===== src/design/sar_ctl_pkg.sv =====
// Shared constants and types for the converter control block
`default_nettype none
package sar_ctl_pkg;

  // Resolution: 12 for the wide variant, 10 for the narrow one
  localparam int RES_BITS = 12;
  // Conversion length: sample cycle, one trial per bit, load cycle (14 or 12)
  localparam int CONV_CYC = RES_BITS + 2;
  localparam int CNT_W = 4;
  localparam logic [CNT_W-1:0] CNT_ZERO = 4'h0;
  localparam logic [CNT_W-1:0] CNT_HOLD_END = 4'(CONV_CYC - 2);
  localparam logic [CNT_W-1:0] CNT_LAST = 4'(CONV_CYC - 1);
  localparam logic [CNT_W-1:0] CNT_STEPS = 4'(RES_BITS);

  // Timing figures in their own units
  localparam int CLK_PERIOD_PS = 25000;
  localparam int START_MIN_NS = 15;
  localparam int WAKE_TIME_US = 1;
  localparam int WAKE_CYC_RAW = (WAKE_TIME_US * 1000000) / CLK_PERIOD_PS;
  localparam int WAKE_CYC = (WAKE_CYC_RAW < 1) ? 1 : WAKE_CYC_RAW;
  localparam int WAKE_W = 6;
  localparam logic [WAKE_W-1:0] WAKE_ZERO = 6'h00;
  localparam logic [WAKE_W-1:0] WAKE_LAST = 6'(WAKE_CYC - 1);

  // Reset values
  localparam logic [RES_BITS-1:0] RESULT_RST = 12'h000;
  localparam logic PIN_IDLE = 1'b1;

  // Host strobes that gate the result bus
  typedef struct packed {
    logic cs_n;
    logic rd_n;
  } bus_ctl_t;

  typedef enum logic [1:0] {
    ST_IDLE = 2'b00,
    ST_CONV = 2'b01,
    ST_SLEEP = 2'b10,
    ST_WAKE = 2'b11
  } conv_state_t;

endpackage
`default_nettype wire


===== src/design/sar_trial_reg.sv =====
// Successive-approximation trial register
`default_nettype none
module sar_trial_reg
(
  input wire logic clock_in,                                   // Master clock
  input wire logic rst_b_in,                                   // Sync reset, active low
  input wire logic start_in,                                   // Load first trial (MSB set)
  input wire logic step_in,                                    // Judge current bit, try next
  input wire logic above_in,                                   // Comparator: input above trial
  output logic [sar_ctl_pkg::RES_BITS-1:0] code_out            // Trial code, final after last step
);
  import sar_ctl_pkg::*;

  logic [RES_BITS-1:0] code_ff;
  logic [RES_BITS-1:0] mask_ff;
  logic [RES_BITS-1:0] nxt_code;
  logic [RES_BITS-1:0] nxt_mask;
  logic [RES_BITS-1:0] msb;

  assign msb = {1'b1, {(RES_BITS-1){1'b0}}};

  //////////////////////////////////////////////////////////////////////////////
  // Bit decision: keep the tried bit when the input is above, then try the next
  always_comb
  begin
    nxt_code = code_ff;
    nxt_mask = mask_ff;
    if (start_in)
    begin
      nxt_code = msb;
      nxt_mask = msb;
    end
    else if (step_in)
    begin
      nxt_mask = mask_ff >> 1;
      nxt_code = (above_in ? code_ff : (code_ff & ~mask_ff)) | nxt_mask;
    end
  end

  // Registers only
  always_ff @(posedge clock_in)
  begin
    if (!rst_b_in)
    begin
      code_ff <= RESULT_RST;
      mask_ff <= RESULT_RST;
    end
    else
    begin
      code_ff <= nxt_code;
      mask_ff <= nxt_mask;
    end
  end

  assign code_out = code_ff;

endmodule
`default_nettype wire


===== src/design/sar_conv_ctl.sv =====
// Conversion, sleep and result-bus control of the successive-approximation converter
//
// Notes on behaviour
// RULE_01 - Result bus driven only while chip select and read are both low.
// RULE_02 - Host may tie chip select low and gate reads with read alone.
// RULE_03 - Both strobes held low: bus stays driven, new result after busy falls.
// RULE_04 - Falling conversion start moves track/hold to hold and starts converting.
// RULE_05 - A conversion start pulse of 15 ns minimum must be accepted; the code sees a start pulse only if it spans a clock edge.
// RULE_06 - Start still low at end of conversion: sleep when busy falls.
// RULE_07 - Next rising start edge wakes the part; wake takes about 1 us.
// RULE_08 - A conversion lasts 14 clocks (12-bit) or 12 clocks (10-bit).
// RULE_09 - Master clock blocked from conversion logic while not converting.
// RULE_10 - Busy rises after the start edge and stays high throughout conversion.
// RULE_11 - Busy falls only once the result sits in the output register.
// RULE_12 - Track/hold returns to track just before busy falls.
// RULE_13 - Three-state result bus of 10 or 12 bits.
// RULE_14 - Result is straight binary.
// RULE_15 - Host should keep the bus quiet during conversion.
// RULE_16 - Last result held stable until the next conversion overwrites it.
`default_nettype none
module sar_conv_ctl
(
  input wire logic clock_in,                                   // Master clock, 40 MHz
  input wire logic rst_b_in,                                   // Sync reset, active low
  input wire logic conversion_start_n_in,                      // Start pin, active low
  input wire sar_ctl_pkg::bus_ctl_t bus_ctl_in,                // Chip select and read, active low
  input wire logic above_in,                                   // Comparator, same clock
  output logic busy_out,                                       // Conversion running
  output logic hold_out,                                       // 1 hold, 0 track
  output logic sleep_out,                                      // Asleep or waking
  output logic conv_clk_en_out,                                // Clock gate for conversion logic
  output logic [sar_ctl_pkg::RES_BITS-1:0] trial_out,          // Trial code to the DAC
  output logic [sar_ctl_pkg::RES_BITS-1:0] result_bus_out,     // Result data
  output logic result_bus_oe_out                               // Result bus drive enable
);
  import sar_ctl_pkg::*;

  //////////////////////////////////////////////////////////////////////////////
  // Pin synchronisers: stage one feeds only stage two
  logic [2:0] pin_raw;
  logic [2:0] sync1_ff;
  logic [2:0] sync2_ff;
  logic start_dly_ff;

  assign pin_raw = {conversion_start_n_in, bus_ctl_in.cs_n, bus_ctl_in.rd_n};

  genvar gi;
  generate
    for (gi = 0; gi < 3; gi++)
    begin : g_sync
      always_ff @(posedge clock_in)
      begin
        if (!rst_b_in)
        begin
          sync1_ff[gi] <= PIN_IDLE;
          sync2_ff[gi] <= PIN_IDLE;
        end
        else
        begin
          sync1_ff[gi] <= pin_raw[gi];
          sync2_ff[gi] <= sync1_ff[gi];
        end
      end
    end
  endgenerate

  logic start_s;
  logic cs_s;
  logic rd_s;
  logic start_fall;
  logic start_rise;

  assign start_s = sync2_ff[2];
  assign cs_s = sync2_ff[1];
  assign rd_s = sync2_ff[0];

  // Edge detect on the settled copy; a pulse must span one clock edge to be seen
  assign start_fall = start_dly_ff & ~start_s; // RULE_05
  assign start_rise = ~start_dly_ff & start_s;

  always_ff @(posedge clock_in)
  begin
    if (!rst_b_in)
      start_dly_ff <= PIN_IDLE;
    else
      start_dly_ff <= start_s;
  end

  //////////////////////////////////////////////////////////////////////////////
  // Conversion sequencer
  conv_state_t state_ff;
  conv_state_t nxt_state;
  logic [CNT_W-1:0] cnt_ff;
  logic [CNT_W-1:0] nxt_cnt;
  logic [WAKE_W-1:0] wake_ff;
  logic [WAKE_W-1:0] nxt_wake;
  logic busy_ff;
  logic nxt_busy;
  logic hold_ff;
  logic nxt_hold;
  logic sleep_ff;
  logic nxt_sleep;
  logic clk_en_ff;
  logic nxt_clk_en;
  logic [RES_BITS-1:0] result_ff;
  logic [RES_BITS-1:0] nxt_result;
  logic sar_start;
  logic sar_step;
  logic [RES_BITS-1:0] sar_code;

  // Next-state logic; starts seen while waking are dropped, the host must wait
  always_comb
  begin
    nxt_state = state_ff;
    nxt_cnt = cnt_ff;
    nxt_wake = wake_ff;
    nxt_busy = busy_ff;
    nxt_hold = hold_ff;
    nxt_sleep = sleep_ff;
    nxt_clk_en = clk_en_ff;
    nxt_result = result_ff;
    sar_start = 1'b0;
    sar_step = 1'b0;
    case (state_ff)
      ST_IDLE:
      begin
        if (start_fall)
        begin
          nxt_state = ST_CONV;
          nxt_cnt = CNT_ZERO;
          nxt_hold = 1'b1; // RULE_04
          nxt_busy = 1'b1; // RULE_10
          nxt_clk_en = 1'b1; // RULE_09
          sar_start = 1'b1;
        end
      end
      ST_CONV:
      begin
        nxt_cnt = cnt_ff + 4'h1;
        sar_step = (cnt_ff < CNT_STEPS);
        if (cnt_ff == CNT_HOLD_END)
          nxt_hold = 1'b0; // RULE_12
        if (cnt_ff == CNT_LAST) // RULE_08
        begin
          nxt_result = sar_code; // RULE_14
          nxt_busy = 1'b0; // RULE_11
          nxt_clk_en = 1'b0; // RULE_09
          nxt_cnt = CNT_ZERO;
          if (!start_s)
          begin
            nxt_state = ST_SLEEP; // RULE_06
            nxt_sleep = 1'b1;
          end
          else
            nxt_state = ST_IDLE;
        end
      end
      ST_SLEEP:
      begin
        if (start_rise)
        begin
          nxt_state = ST_WAKE; // RULE_07
          nxt_wake = WAKE_ZERO;
        end
      end
      ST_WAKE:
      begin
        nxt_wake = wake_ff + 6'h01;
        if (wake_ff == WAKE_LAST)
        begin
          nxt_state = ST_IDLE; // RULE_07
          nxt_sleep = 1'b0;
          nxt_wake = WAKE_ZERO;
        end
      end
      default:
      begin
        nxt_state = ST_IDLE;
      end
    endcase
  end

  // Registers only; the result register changes only at the end of a conversion
  always_ff @(posedge clock_in)
  begin
    if (!rst_b_in)
    begin
      state_ff <= ST_IDLE;
      cnt_ff <= CNT_ZERO;
      wake_ff <= WAKE_ZERO;
      busy_ff <= 1'b0;
      hold_ff <= 1'b0;
      sleep_ff <= 1'b0;
      clk_en_ff <= 1'b0;
      result_ff <= RESULT_RST;
    end
    else
    begin
      state_ff <= nxt_state;
      cnt_ff <= nxt_cnt;
      wake_ff <= nxt_wake;
      busy_ff <= nxt_busy;
      hold_ff <= nxt_hold;
      sleep_ff <= nxt_sleep;
      clk_en_ff <= nxt_clk_en;
      result_ff <= nxt_result; // RULE_16
    end
  end

  sar_trial_reg u_sar
  (
    .clock_in(clock_in),
    .rst_b_in(rst_b_in),
    .start_in(sar_start),
    .step_in(sar_step),
    .above_in(above_in),
    .code_out(sar_code)
  );

  //////////////////////////////////////////////////////////////////////////////
  // Result bus enable: a single AND of both strobes, so either one gates the read
  logic oe_ff;
  logic nxt_oe;

  always_comb
  begin
    nxt_oe = ~cs_s & ~rd_s; // RULE_01
  end

  always_ff @(posedge clock_in)
  begin
    if (!rst_b_in)
      oe_ff <= 1'b0;
    else
      oe_ff <= nxt_oe; // RULE_13 RULE_03
  end

  // Outputs straight from flops
  assign busy_out = busy_ff;
  assign hold_out = hold_ff;
  assign sleep_out = sleep_ff;
  assign conv_clk_en_out = clk_en_ff;
  assign trial_out = sar_code;
  assign result_bus_out = result_ff;
  assign result_bus_oe_out = oe_ff;

  logic [CNT_W:0] busy_len_ff;
  always_ff @(posedge clock_in)
  begin
    if (!rst_b_in || !busy_ff)
      busy_len_ff <= 5'h00;
    else
      busy_len_ff <= busy_len_ff + 5'h01;
  end
endmodule
`default_nettype wire


===== config.mk =====
export PLATFORM = sky130hd
export DESIGN_NAME = sar_conv_ctl
export DESIGN_NICKNAME = d
export VERILOG_FILES = /design/src/design/sar_ctl_pkg.sv /design/src/design/sar_trial_reg.sv /design/src/design/sar_conv_ctl.sv
export SDC_FILE = /design/constraint.sdc
export NUM_CORES = 1
export LEC_CHECK = 0
export BUFFER_PORTS_ARGS = -buffer_cell sky130_fd_sc_hd__buf_2
export CORE_MARGIN = 2
export CORE_UTILIZATION = 49
export CTS_CLUSTER_DIAMETER = 30
export CTS_CLUSTER_SIZE = 12
export DETAILED_ROUTE_END_ITERATION = 12
export HOLD_SLACK_MARGIN = 0.08
export PLACE_DENSITY = 0.79
export SLEW_MARGIN = 20
export SYNTH_ARGS = -nofsm -noshare
export SYNTH_HDL_FRONTEND = slang
export SYNTH_SLANG_ARGS = --single-unit

===== constraint.sdc =====
create_clock -name clock_in -period 1.6 [get_ports clock_in]
set_clock_uncertainty 0.15 [all_clocks]
set_input_delay 0.32 -clock clock_in [delete_from_list [all_inputs] [get_ports clock_in]]
set_output_delay 0.32 -clock clock_in [all_outputs]
set_load 0.01 [all_outputs]

Yosys cells after proc, flatten, opt, wreduce, memory -nomap -nowiden
Cells that the tools add are included.
W data, S select, Z words.
- add/sub/neg operators: 2
- multiply operators: 0
- div/mod/pow operators: 0
- magnitude comparators: 1
- eq/ne operators: 12
- shift-type cells: 0
- muxes and demuxes: 29
- bitwise operators: 11
- reductions and logical operators: 13
- operators with widths (operator ; count):
    $mux W12 ; 5
    $and A12 B12 Y12 ; 1
    $mux W6 ; 2
    $ne A2 B2 Y1 const B ; 6
    $not A12 Y12 ; 1
    $or A12 B11 Y12 ; 1
    $pmux W6 S2 ; 1
    $mux W2 ; 5
    $mux W1 ; 9
    $eq A4 B4 Y1 const B ; 2
    $mux W4 ; 2
    $pmux W2 S4 ; 1
    $pmux W4 S2 ; 1
    $reduce_and A4 Y1 ; 2
    $reduce_bool A2 Y1 ; 4
    $add A6 B1 Y6 const B ; 1
    $eq A6 B6 Y1 const B ; 1
    $pmux W1 S2 ; 3
    $reduce_and A2 Y1 ; 3
    $reduce_and A3 Y1 ; 2
    $not A1 Y1 ; 5
    $add A4 B1 Y4 const B ; 1
    $eq A2 B2 Y1 const B ; 2
    $lt A4 B4 Y1 const B ; 1
    other kinds (4) ; 6
- register bits: 59
- latch bits: 0
- bits in writable memories: 0
- bits in read-only memories: 0
- bits of input ports: 6
- output and inout bits: 29
- logic and storage cells: 87
- memories: 0

Logic depth before layout (Yosys ltp)
Gate-level depths: netlist of run 1.
- word-level depth: 6
- depth in mapped cells: 7
- mapped depth without buffers: 5

Modules after synthesis
From an unflattened synthesis of run 1, not the netlist that was laid out.
- cells, all modules: 237
- area total of the unflattened synthesis: 2367.3 µm²
- by module, submodules not included (module ; times used ; cells an instance ; area each (µm²) ; sequential area each (µm²)):
    sar_conv_ctl ; 1 ; 144 ; 1392.6 ; 700.7
    sar_trial_reg ; 1 ; 93 ; 974.7 ; 480.5

Least setup slack after synthesis of run 1
Ideal clock, no wire load.
- kind: flip-flop to flip-flop
- start: register wake_ff[0]
- end: register state_ff[0]
- setup time: 0.083 ns
- arrival time: 1.366 ns
- data required time: 1.367 ns
- path slack: 0.001 ns
- cell stages (with the launch flop): 6
- buffers on the path: 0
- clock period less this slack: 1.599 ns
- path through: dfxtp_1 > ha_1 > and4b_1 > nand2b_1 > or3b_2 > o221ai_1
- word-level cells in the longest chain between the ends: 3
- RTL lines (element ; RTL line ; RTL):
    from (decl) ; sar_conv_ctl.sv:95 ; logic [WAKE_W-1:0] wake_ff;
    from (signal assigned) ; sar_conv_ctl.sv:201 ; wake_ff <= nxt_wake;
    $eq A6 B6 Y1 ; sar_conv_ctl.sv:169 ; if (wake_ff == WAKE_LAST)
    $ne A2 B2 Y1 (no line) ; n/a ;
    $reduce_and A4 Y1 (no line) ; n/a ;
    to (signal assigned) ; sar_conv_ctl.sv:199 ; state_ff <= nxt_state;
    to (decl) ; sar_conv_ctl.sv:91 ; conv_state_t state_ff;
Every way passes these cells.
A chain may end at the register's enable or synchronous reset.

Worst setup path in the final report of run 1
Ends and elaborated chain as after synthesis.

==> results.toml, run 1 <==
[outcome]
status = "completed"

[routing]
drt_wl_total_um = 5001
vias = 2027
drc = 0
antenna_left = 0
vias_per_cell = 5.599
drt_iter0_drc = 190
firstDrtPassIters = 4
wl_per_cell_um = 13.81

[power]
p_seq_share_pct = 47.5
total_power_mw = 3.163
power.switching_mw = 0.6510
swShare_pct = 20.58
combinationalPowerShare_pct = 5.9
p_int_mw = 2.512
power_density_nw_per_um2 = 1115
total_leakage_power_nw = 1.105
p_clk_share_pct = 46.6
ir_drop_mv = 0.4551

[timing]
period_share_pct = 95.19
setup_viol = 0
max_freq_mhz = 656.6
slew_violations = 0
rsz0062_at_grt = "false"
hold_viol_final = 0
tightest_slew_ns = 0.4768
slew_headroom_pct = 68.18
period_minus_slack_ns = 1.523

[final_layout]
final_cell_mix = "56 x dfxtp_1, 53 x nand2_1, 44 x a21oi_1, 34 x buf_2, 16 x buf_4"
stdcell_count = 362
diodes = 0
area_delta_synth_final_pct = 27.43
nets = 314
final_common_cell = "dfxtp_1"
drive_gt1_share_pct = 25.48

[placed_design]
portBuffers = 34
dp.final_hpwl_um = 3283
placed_cells = 344
gp_congestion = 0.8384

[worst_setup_path]
max_stage_delay_ns = 0.39
cp_cell_sequence = "ha_2, and4b_1, nand2b_1, or3b_4, o221ai_2"
crit_required_ns = 1.69
crit_fanout = 4
crit_buf_inv = 0
cp_slowest_cell = "or3b_4"
cp-start-kind = "register"
path_delay_family = "simple AND/OR/NAND/NOR gates"
crit_type = "register to register"
worst-endpoint-arrival_ns = 1.62
end_kind = "register"

[logic_synthesis]
synthFlopType = "dfxtp_1"
syn_inst = 253
synthArstFlopShare_pct = 0
synthTopCellsByArea = "dfxtp_1 53%, a21oi_1 9.9%, nand2_1 8.9%"
yosysTopAreaCellShare_pct = 53.06
ys_types = 37
synth_area_per_cell_um2 = 8.798
synth_seq_area_share_pct = 53.06
synth_area_um2 = 2226
yosys_register_bits = 59
synth_edf_count = 0
syn_nets = 260
yosys.area.top_type = "dfxtp_1"
yosysWarnings = 0

[clocking]
cts_tree = "done"
path_clk_slew_ns = 0.06
cts_max_level = 3
numCtsBuffers = 9
cts_max_path_buffers = 2
worstSkewPairLatency_ns = 0.33
cts_sinks = 59
root_buffer = "clkbuf_8"

[global_route]
grt_max_degree = 27
grt_pass1_wl_um = 8121
antenna_found_initial = 0
grt_pass1_vias = 1751
grt_use_total_pct = 20.93
overflow = 0

[die]
dieArea_um2 = 5098
ios = 35
die_x_um = 71.40
initial_core_util_pct = 51.12
core_um2 = 4354
rows = 24
die_y_um = 71.40

[job]
drv_cap = 0

[hold_path]
hold_path.class = "input pin to register"
-- registers in the layout (all words and copies together) (netlist names), named ones only --
register and cells:
cnt_ff 4, state_ff 1, start_s 1, conv_clk_en_out 1, wake_ff 6, start_dly_ff 1, result_bus_oe_out 1, result_bus_out 12
u_sar.code_out 12, hold_out 1, rd_s 1, u_sar.mask_ff 12, sleep_out 1, sync1_ff 3, cs_s 1
-- worst paths after layout --
kind,startpoint,endpoint,slack [ns],depth (start not counted)
max,wake_ff[0]$_SDFFE_PN0P_,state_ff[0]$_SDFFE_PN0P_,0.08,5
min,rst_b_in,cs_s$_SDFF_PN1_,0.24,3
max reg2reg,wake_ff[0]$_SDFFE_PN0P_,state_ff[0]$_SDFFE_PN0P_,0.08,5
min reg2reg,cs_s$_SDFF_PN1_,result_bus_oe_out$_SDFF_PN0_,0.24,1
-- power by group through the flow --
stage / clock [mW] / combinational (mW) / sequential, mW
final: 1.47 / 0.186 / 1.50
after floorplan: 0 / 0.0970 / 1.54
after CTS: 1.50 / 0.182 / 1.50
after global routing: 1.56 / 0.202 / 1.50
after global placement: 0 / 0.171 / 1.53
after detailed placement: 0 / 0.174 / 1.53
-- worst reg2reg max path, cell delays in order (launching register included) --
cell,delay (ns)
dfxtp_2,0.33
ha_2,0.19
and4b_1,0.20
nand2b_1,0.11
or3b_4,0.39
o221ai_2,0.07
-- timing repair --
action	CTS	global route
setup buffers	0	1
gates resized for setup	3	4
cloned	0	0
hold buffers	3	0
setup endpoints to repair	13	14
hold endpoints to repair	3	0
-- metrics by stage --
step	setup WS (ns)	hold WS (ns)	setup TNS, ns	instance area, um2	utilization, %
floorplan	0.001410	0.2173	0	2226	-
global placement	0.003041	0.2191	0	2566	58.94
detailed placement	-0.01033	0.2370	-0.01261	2566	58.94
CTS	0.006243	0.2305	0	2818	64.71
global route	0.003252	0.2353	0	2836	65.14
finish	0.07692	0.2362	0	2836	65.14
-- cells by family after synthesis --
family                     Yosys count  synth area share (%)
adders and majority gates            1                0.5620
and+or+nand+nor                    101                 21.47
buffers and inverters               17                 4.440
DFF                                 59                 53.06
AOI/OAI and AO/OA                   75                 20.46
-- final cells by class --
type / instances / area [um2]
fillers: 346 / 1518
multi-input cells: 177 / 959.7
clock inverters: 2 / 60.06
repair buffers: 57 / 400.4
clock buffers: 12 / 155.1
inverters: 3 / 11.26
well taps: 52 / 65.06
flip-flops and latches: 59 / 1185
-- cell usage after synthesis (2+ instances only) --
| library cell | n |
|---|---|
| buf_2 | 4 |
| a21oi_1 | 44 |
| nand4b_1 | 2 |
| nand2_1 | 53 |
| nand2b_1 | 10 |
| nand3_1 | 3 |
| a311oi_1 | 12 |
| buf_4 | 4 |
| nor2_1 | 14 |
| a31oi_1 | 3 |
| dfxtp_1 | 59 |
| nand4_1 | 2 |
| nor2b_1 | 2 |
| inv_1 | 2 |
| buf_6 | 2 |
| o21ai_0 | 8 |
| nor3_1 | 5 |
| and3_1 | 2 |
| clkbuf_1 | 4 |
-- routing by layer --
metal,part of all wire (%),wire length (um),track usage (%),up-vias
met5,0,0,0,-
met1,44,2190,27.56,945
li1,-,-,-,997
met4,1.9,94,10.48,0
met2,47,2371,30.66,73
met3,6.9,344,7.173,12
No activity file was read; power rests on OpenSTA's default activity.
==> run 2: changes to the inputs <==
- CELL_PAD_IN_SITES_DETAIL_PLACEMENT: not set -> 1
- CELL_PAD_IN_SITES_GLOBAL_PLACEMENT: not set -> 1
- CORE_UTILIZATION: 49 -> 37
==> results.toml, run 2 (same netlist as run 1, synthesis figures left out) <==
[die]
ios = 35
initial_core_util_pct = 38.05
core_um2 = 5851
die_x_um = 81.56
die_y_um = 81.56
dieArea_um2 = 6652
rows = 28

[routing]
vias_per_cell = 5.070
drt_iter0_drc = 103
drc = 0
wl_met3_um = 205
drt_wl_total_um = 5475
m1WireLength_um = 2685
antenna_left = 0
firstDrtPassIters = 6
wl_per_cell_um = 14.18
wl_met2_um = 2482
vias = 1957
top_layer_used = "met4"

[timing]
rsz0062_at_grt = "false"
holdWs_ns = 0.1636
tightest_slew_ns = 0.3036
max_freq_mhz = 660.5
slew_headroom_pct = 79.57
period_minus_slack_ns = 1.514
fin_setup_tns_ns = 0
hold_viol_final = 0
slew_violations = 0
setup_viol = 0
period_share_pct = 94.63
final.setup.worst_slack_ns = 0.08590

[worst_setup_path]
rr_worst_depth = 5
crit_type = "register to register"
regToRegStartpoint = "wake_ff[1]$_SDFFE_PN0P_"
worst-endpoint-arrival_ns = 1.59
crit_required_ns = 1.67
end_kind = "register"
crit_fanout = 4
r2r-end = "sleep_out$_SDFFE_PN0P_"
regToRegSetupSlack_ns = 0.09
cp-start-kind = "register"

[placed_design]
gp_congestion = 0.8191
place_ws_ns = 0.04525
place_area_um2 = 2567
placed_cells = 365
portBuffers = 34
dp.final_hpwl_um = 3632

[global_route]
grt_pass1_wl_um = 8942
overflow = 0
grt_max_degree = 27
grt_pass1_vias = 1841
grt_use_total_pct = 17.86
antenna_found_initial = 0

[power]
total_leakage_power_nw = 1.100
ir_drop_mv = 0.5497
power_density_nw_per_um2 = 1130

[final_layout]
final_cell_area_um2 = 2850
multi_input_area_um2 = 950.9
area_delta_synth_final_pct = 28.05
n_fill_cell = 707
diodes = 0
drive_gt1_share_pct = 25.40
stdcell_count = 386
nets = 313
seqCellArea_um2 = 1186
final_cell_mix = "55 x dfxtp_1, 53 x nand2_1, 44 x a21oi_1, 34 x buf_2, 16 x buf_4"
final_common_cell = "dfxtp_1"

[hold_path]
hp-start = "rst_b_in"
worst_hold_path.num_cells = 2
hold_end = "sleep_out$_SDFFE_PN0P_"
hold_path.class = "input pin to register"

[job]
drv_cap = 0

[outcome]
status = "completed"

[clocking]
cts_max_path_buffers = 2
root_buffer = "clkbuf_8"
worstSkewPairLatency_ns = 0.33
cts_sinks = 59
path_clk_slew_ns = 0.07
cts_tree = "done"
cts_max_level = 3
numCtsBuffers = 9
## run 2: layout make-up
class | count | share of cell area (%)
sequential | 59 | 41.62
inverter | 3 | 0.3951
clock buffer | 12 | 5.443
clock inverter | 4 | 2.546
tap | 75 | 3.292
multi-input combinational | 177 | 33.36
timing repair buffer | 56 | 13.35
## run 2: power breakdown
| group | internal, mW | total [mW] | switching, mW | leakage (nW) |
|---|---|---|---|---|
| clock | 0.960 | 1.54 | 0.584 | 0.113 |
| combinational | 0.0691 | 0.172 | 0.103 | 0.508 |
| sequential | 1.49 | 1.51 | 0.0162 | 0.479 |
| total | 2.52 | 3.22 | 0.703 | 1.10 |
## run 2: routing by layer
layer / track usage (%) / vias up
met5: 0 / -
met4: 10.68 / 0
met3: 3.407 / 8
met2: 26.80 / 34
met1: 23.77 / 922
li1: - / 993
## run 2: worst max-delay path by stage
stage	start	end	slack, ns	depth (start not counted)
final	wake_ff[1]$_SDFFE_PN0P_	sleep_out$_SDFFE_PN0P_	0.09	5
after global routing	wake_ff[1]$_SDFFE_PN0P_	sleep_out$_SDFFE_PN0P_	0.02	5
after CTS	wake_ff[0]$_SDFFE_PN0P_	state_ff[0]$_SDFFE_PN0P_	0.009	5
after detailed placement	wake_ff[0]$_SDFFE_PN0P_	state_ff[0]$_SDFFE_PN0P_	0.05	5
after global placement	wake_ff[0]$_SDFFE_PN0P_	state_ff[0]$_SDFFE_PN0P_	0.07	5
after floorplan	wake_ff[0]$_SDFFE_PN0P_	state_ff[0]$_SDFFE_PN0P_	0.001	5
## run 2: critical path, stage by stage (launching register included)
cell,delay (ns)
dfxtp_1,0.35
ha_2,0.18
and4b_1,0.23
nand2b_1,0.08
buf_4,0.15
o221a_2,0.26
## run 2: what timing repair did
item / CTS / global route
resized for setup: 0 / 7
hold buffers: 3 / 0
buffers inserted: 1 / 1
setup endpoints to repair: 1 / 29
endpoints found under the hold margin: 3 / 0
## run 2: metrics by stage
step / utilization (%) / power, mW
floorplan: - / 1.636
global placement: 43.88 / 1.700
detailed placement: 43.88 / 1.703
CTS: 48.42 / 3.244
global route: 48.72 / 3.332
finish: 48.72 / 3.221
==> run 3: changes to the inputs <==
- CORE_UTILIZATION: 37 -> 39
- GPL_TIMING_DRIVEN: not set -> 0
- PLACE_DENSITY: 0.79 -> 0.86
- SYNTH_HIERARCHICAL: not set -> 1
==> results.toml, run 3 <==
[outcome]
status = "finished, violations left"
violations = "negative setup slack"

[timing]
rsz0062_at_grt = "true"
period_minus_slack_ns = 1.666
slew_headroom_pct = 60.32
period_share_pct = 104.1
tightest_slew_ns = 0.5952
final.setup.worst_slack_ns = -0.06568
setup_viol = 13
max_freq_mhz = 600.4
hold_viol_final = 0
slew_violations = 0
fin_setup_tns_ns = -0.5301

[worst_setup_path]
endpoint = "u_sar/code_out[6]$_SDFFE_PP0P_"
cp-start-kind = "register"
cp_cell_sequence = "buf_6, nand2b_4, a21oi_4, buf_8, nor2b_4, buf_12, a311oi_2"
crit_fanout = 10
max_stage_delay_ns = 0.33
regToRegSetupSlack_ns = -0.07
rr_worst_depth = 7
r2r-end = "u_sar/code_out[6]$_SDFFE_PP0P_"
end_kind = "register"
cp_slowest_cell = "dfxtp_2"
crit_required_ns = 1.66
crit_type = "register to register"
worst-endpoint-arrival_ns = 1.73

[logic_synthesis]
syn_inst = 237
synth_compound_area_share_pct = 18.08
yosys.area.top_type = "dfxtp_1"
synth-xor-area-share_pct = 0.3700
muxShareOfSynthArea_pct = 5.497
synth.most_common_cell = "dfxtp_1"
ys_types = 38
yosys.area_share.adder_pct = 0.5285
synthFlopType = "dfxtp_1"
yosys_register_bits = 59
yosysWarnings = 6
yosys.area_share.simple_pct = 19.87
synth_area_um2 = 2367
synthArstFlopShare_pct = 0
synth_edf_count = 0
synth_top_family_by_area = "simple AND/OR/NAND/NOR gates"
syn_nets = 244
ys_top_cells_by_count = "59 x dfxtp_1, 32 x a21oi_1, 22 x nor2_1, 18 x nand2b_1, 16 x nand2_1"
synth_area_per_cell_um2 = 9.988
synthTopCellsByArea = "dfxtp_1 50%, a21oi_1 6.8%, a311oi_2 6.3%"
synth_seq_area_share_pct = 49.89
yosysTopAreaCellShare_pct = 49.89

[global_route]
grt_pass1_vias = 1981
grt_use_met2_pct = 33.01
grt_use_met1_pct = 22.85
grt_use_total_pct = 19.23
grt_max_degree = 11
overflow = 0
grt-busiest-layer = "met2"
grt_pass1_wl_um = 9611
antenna_found_initial = 0
grtUsageMet3_pct = 6.044

[die]
rows = 28
core_um2 = 5886
initial_core_util_pct = 40.22
dieArea_um2 = 6709
ios = 35
die_x_um = 81.91
die_y_um = 81.91

[clocking]
cts_max_level = 3
worstSkewPairLatency_ns = 0.34
numCtsBuffers = 9
cts_tree = "done"
cts_max_path_buffers = 2
cts_sinks = 59
root_buffer = "clkbuf_8"
path_clk_slew_ns = 0.07

[routing]
drc = 0
drt_iter0_drc = 118
vias = 2021
wl_per_cell_um = 17.84
antenna_left = 0
vias_per_cell = 5.332
drt_wl_total_um = 6763
firstDrtPassIters = 5

[placed_design]
placed_cells = 346
portBuffers = 34
dp.final_hpwl_um = 3693
gp_congestion = 0.8138

[final_layout]
drive_gt1_share_pct = 36.84
final_cell_mix = "52 x dfxtp_1, 34 x buf_2, 28 x a21oi_1, 21 x nor2_1, 17 x nand2b_1"
area_delta_synth_final_pct = 32.77
utilization_pct = 53.40
final_common_cell = "dfxtp_1"
diodes = 0
nets = 306
stdcell_count = 379

[hold_path]
hold_path.class = "input pin to register"

[power]
total_leakage_power_nw = 1.208
ir_drop_mv = 0.4022
power_density_nw_per_um2 = 930.6

[job]
drv_cap = 0
-- run 3: cell types whose count changed in the layout (fill, tap and decap cells not counted), moves of 3 or more --
cell      previous run  this run
a21oi_1             44        28
a311oi_1            12         0
a311oi_2             0        11
buf_4               16        13
buf_6                0         3
buf_8                0         4
dfxtp_1             55        52
mux2i_1              0        13
nand2_1             53        13
nand2b_1            10        17
nor2_1              14        21
-- run 3: cells by family after synthesis --
logic type                 Yosys count
AOI/OAI and AO/OA                   59
xor gates and xnor gates             1
adders and majority gates            1
buffers and inverters               19
DFF                                 59
muxes                               13
and+or+nand+nor                     85
-- run 3: per-stage QoR --
step / power, mW / worst slack [ns] / hold WS (ns) / area [um2]
final: 2.925 / -0.06568 / 0.1655 / 3143
after detailed placement: 1.666 / -0.3138 / 0.2330 / 2646
after CTS: 2.928 / -0.02623 / 0.1487 / 2983
after floorplan: 1.622 / 0.01344 / 0.2232 / 2382
after global routing: 3.034 / -0.1119 / 0.1703 / 3143
after global placement: 1.663 / -0.2649 / 0.2295 / 2646
-- run 3: worst min path at each step --
stage                         start                               to  cells past startpoint
finish                     above_in  u_sar/code_out[11]$_SDFFE_PN0P_                      3
global route               rst_b_in         state_ff[0]$_SDFFE_PN0P_                      3
CTS                        rst_b_in   u_sar/mask_ff[11]$_SDFFE_PN0P_                      2
detailed placement  cs_s$_SDFF_PN1_     result_bus_oe_out$_SDFF_PN0_                      1
global placement    rd_s$_SDFF_PN1_     result_bus_oe_out$_SDFF_PN0_                      1
floorplan           cs_s$_SDFF_PN1_     result_bus_oe_out$_SDFF_PN0_                      1
-- run 3: layer usage --
layer,wire length (um),vias to the layer above
met5,0,-
li1,-,956
met1,2848,1005
met4,86,0
met2,3549,48
met3,278,12
-- run 3: area by class of cell --
class                   count  area, um2
flip-flops and latches     59       1192
clock buffers              12      155.1
plain buffers              16      168.9
multi-input cells         159       1140
repair buffers             51      356.6
well taps                  75      93.84
clock inverters             4      25.02
inverters                   3      11.26
fillers                   664       2743
-- run 3: repair_timing --
action                                  in CTS  in global routing
gates cloned                                 1                  2
hold endpoints to repair                     3                  0
gates resized for setup                     18                 22
buffers inserted                             6                  6
pin swaps                                    1                 10
hold buffers                                 3                  0
endpoints found under the setup margin      30                 37
-- run 3: worst max-delay path, delay by kind of cell, from the launching register on --
family | cells | cell delay, ns
DFF | 1 | 0.33
AOI/OAI and AO/OA | 2 | 0.27
and+or+nand+nor | 2 | 0.33
buffers and inverters | 3 | 0.44
-- run 3: power by group --
group          internal [mW]  total, mW  switching, mW  leakage (nW)
Clock                  0.641       1.24          0.598        0.0884
Sequential              1.48       1.50         0.0126         0.481
Combinational         0.0892      0.189          0.100         0.638
Total                   2.21       2.92          0.711          1.21
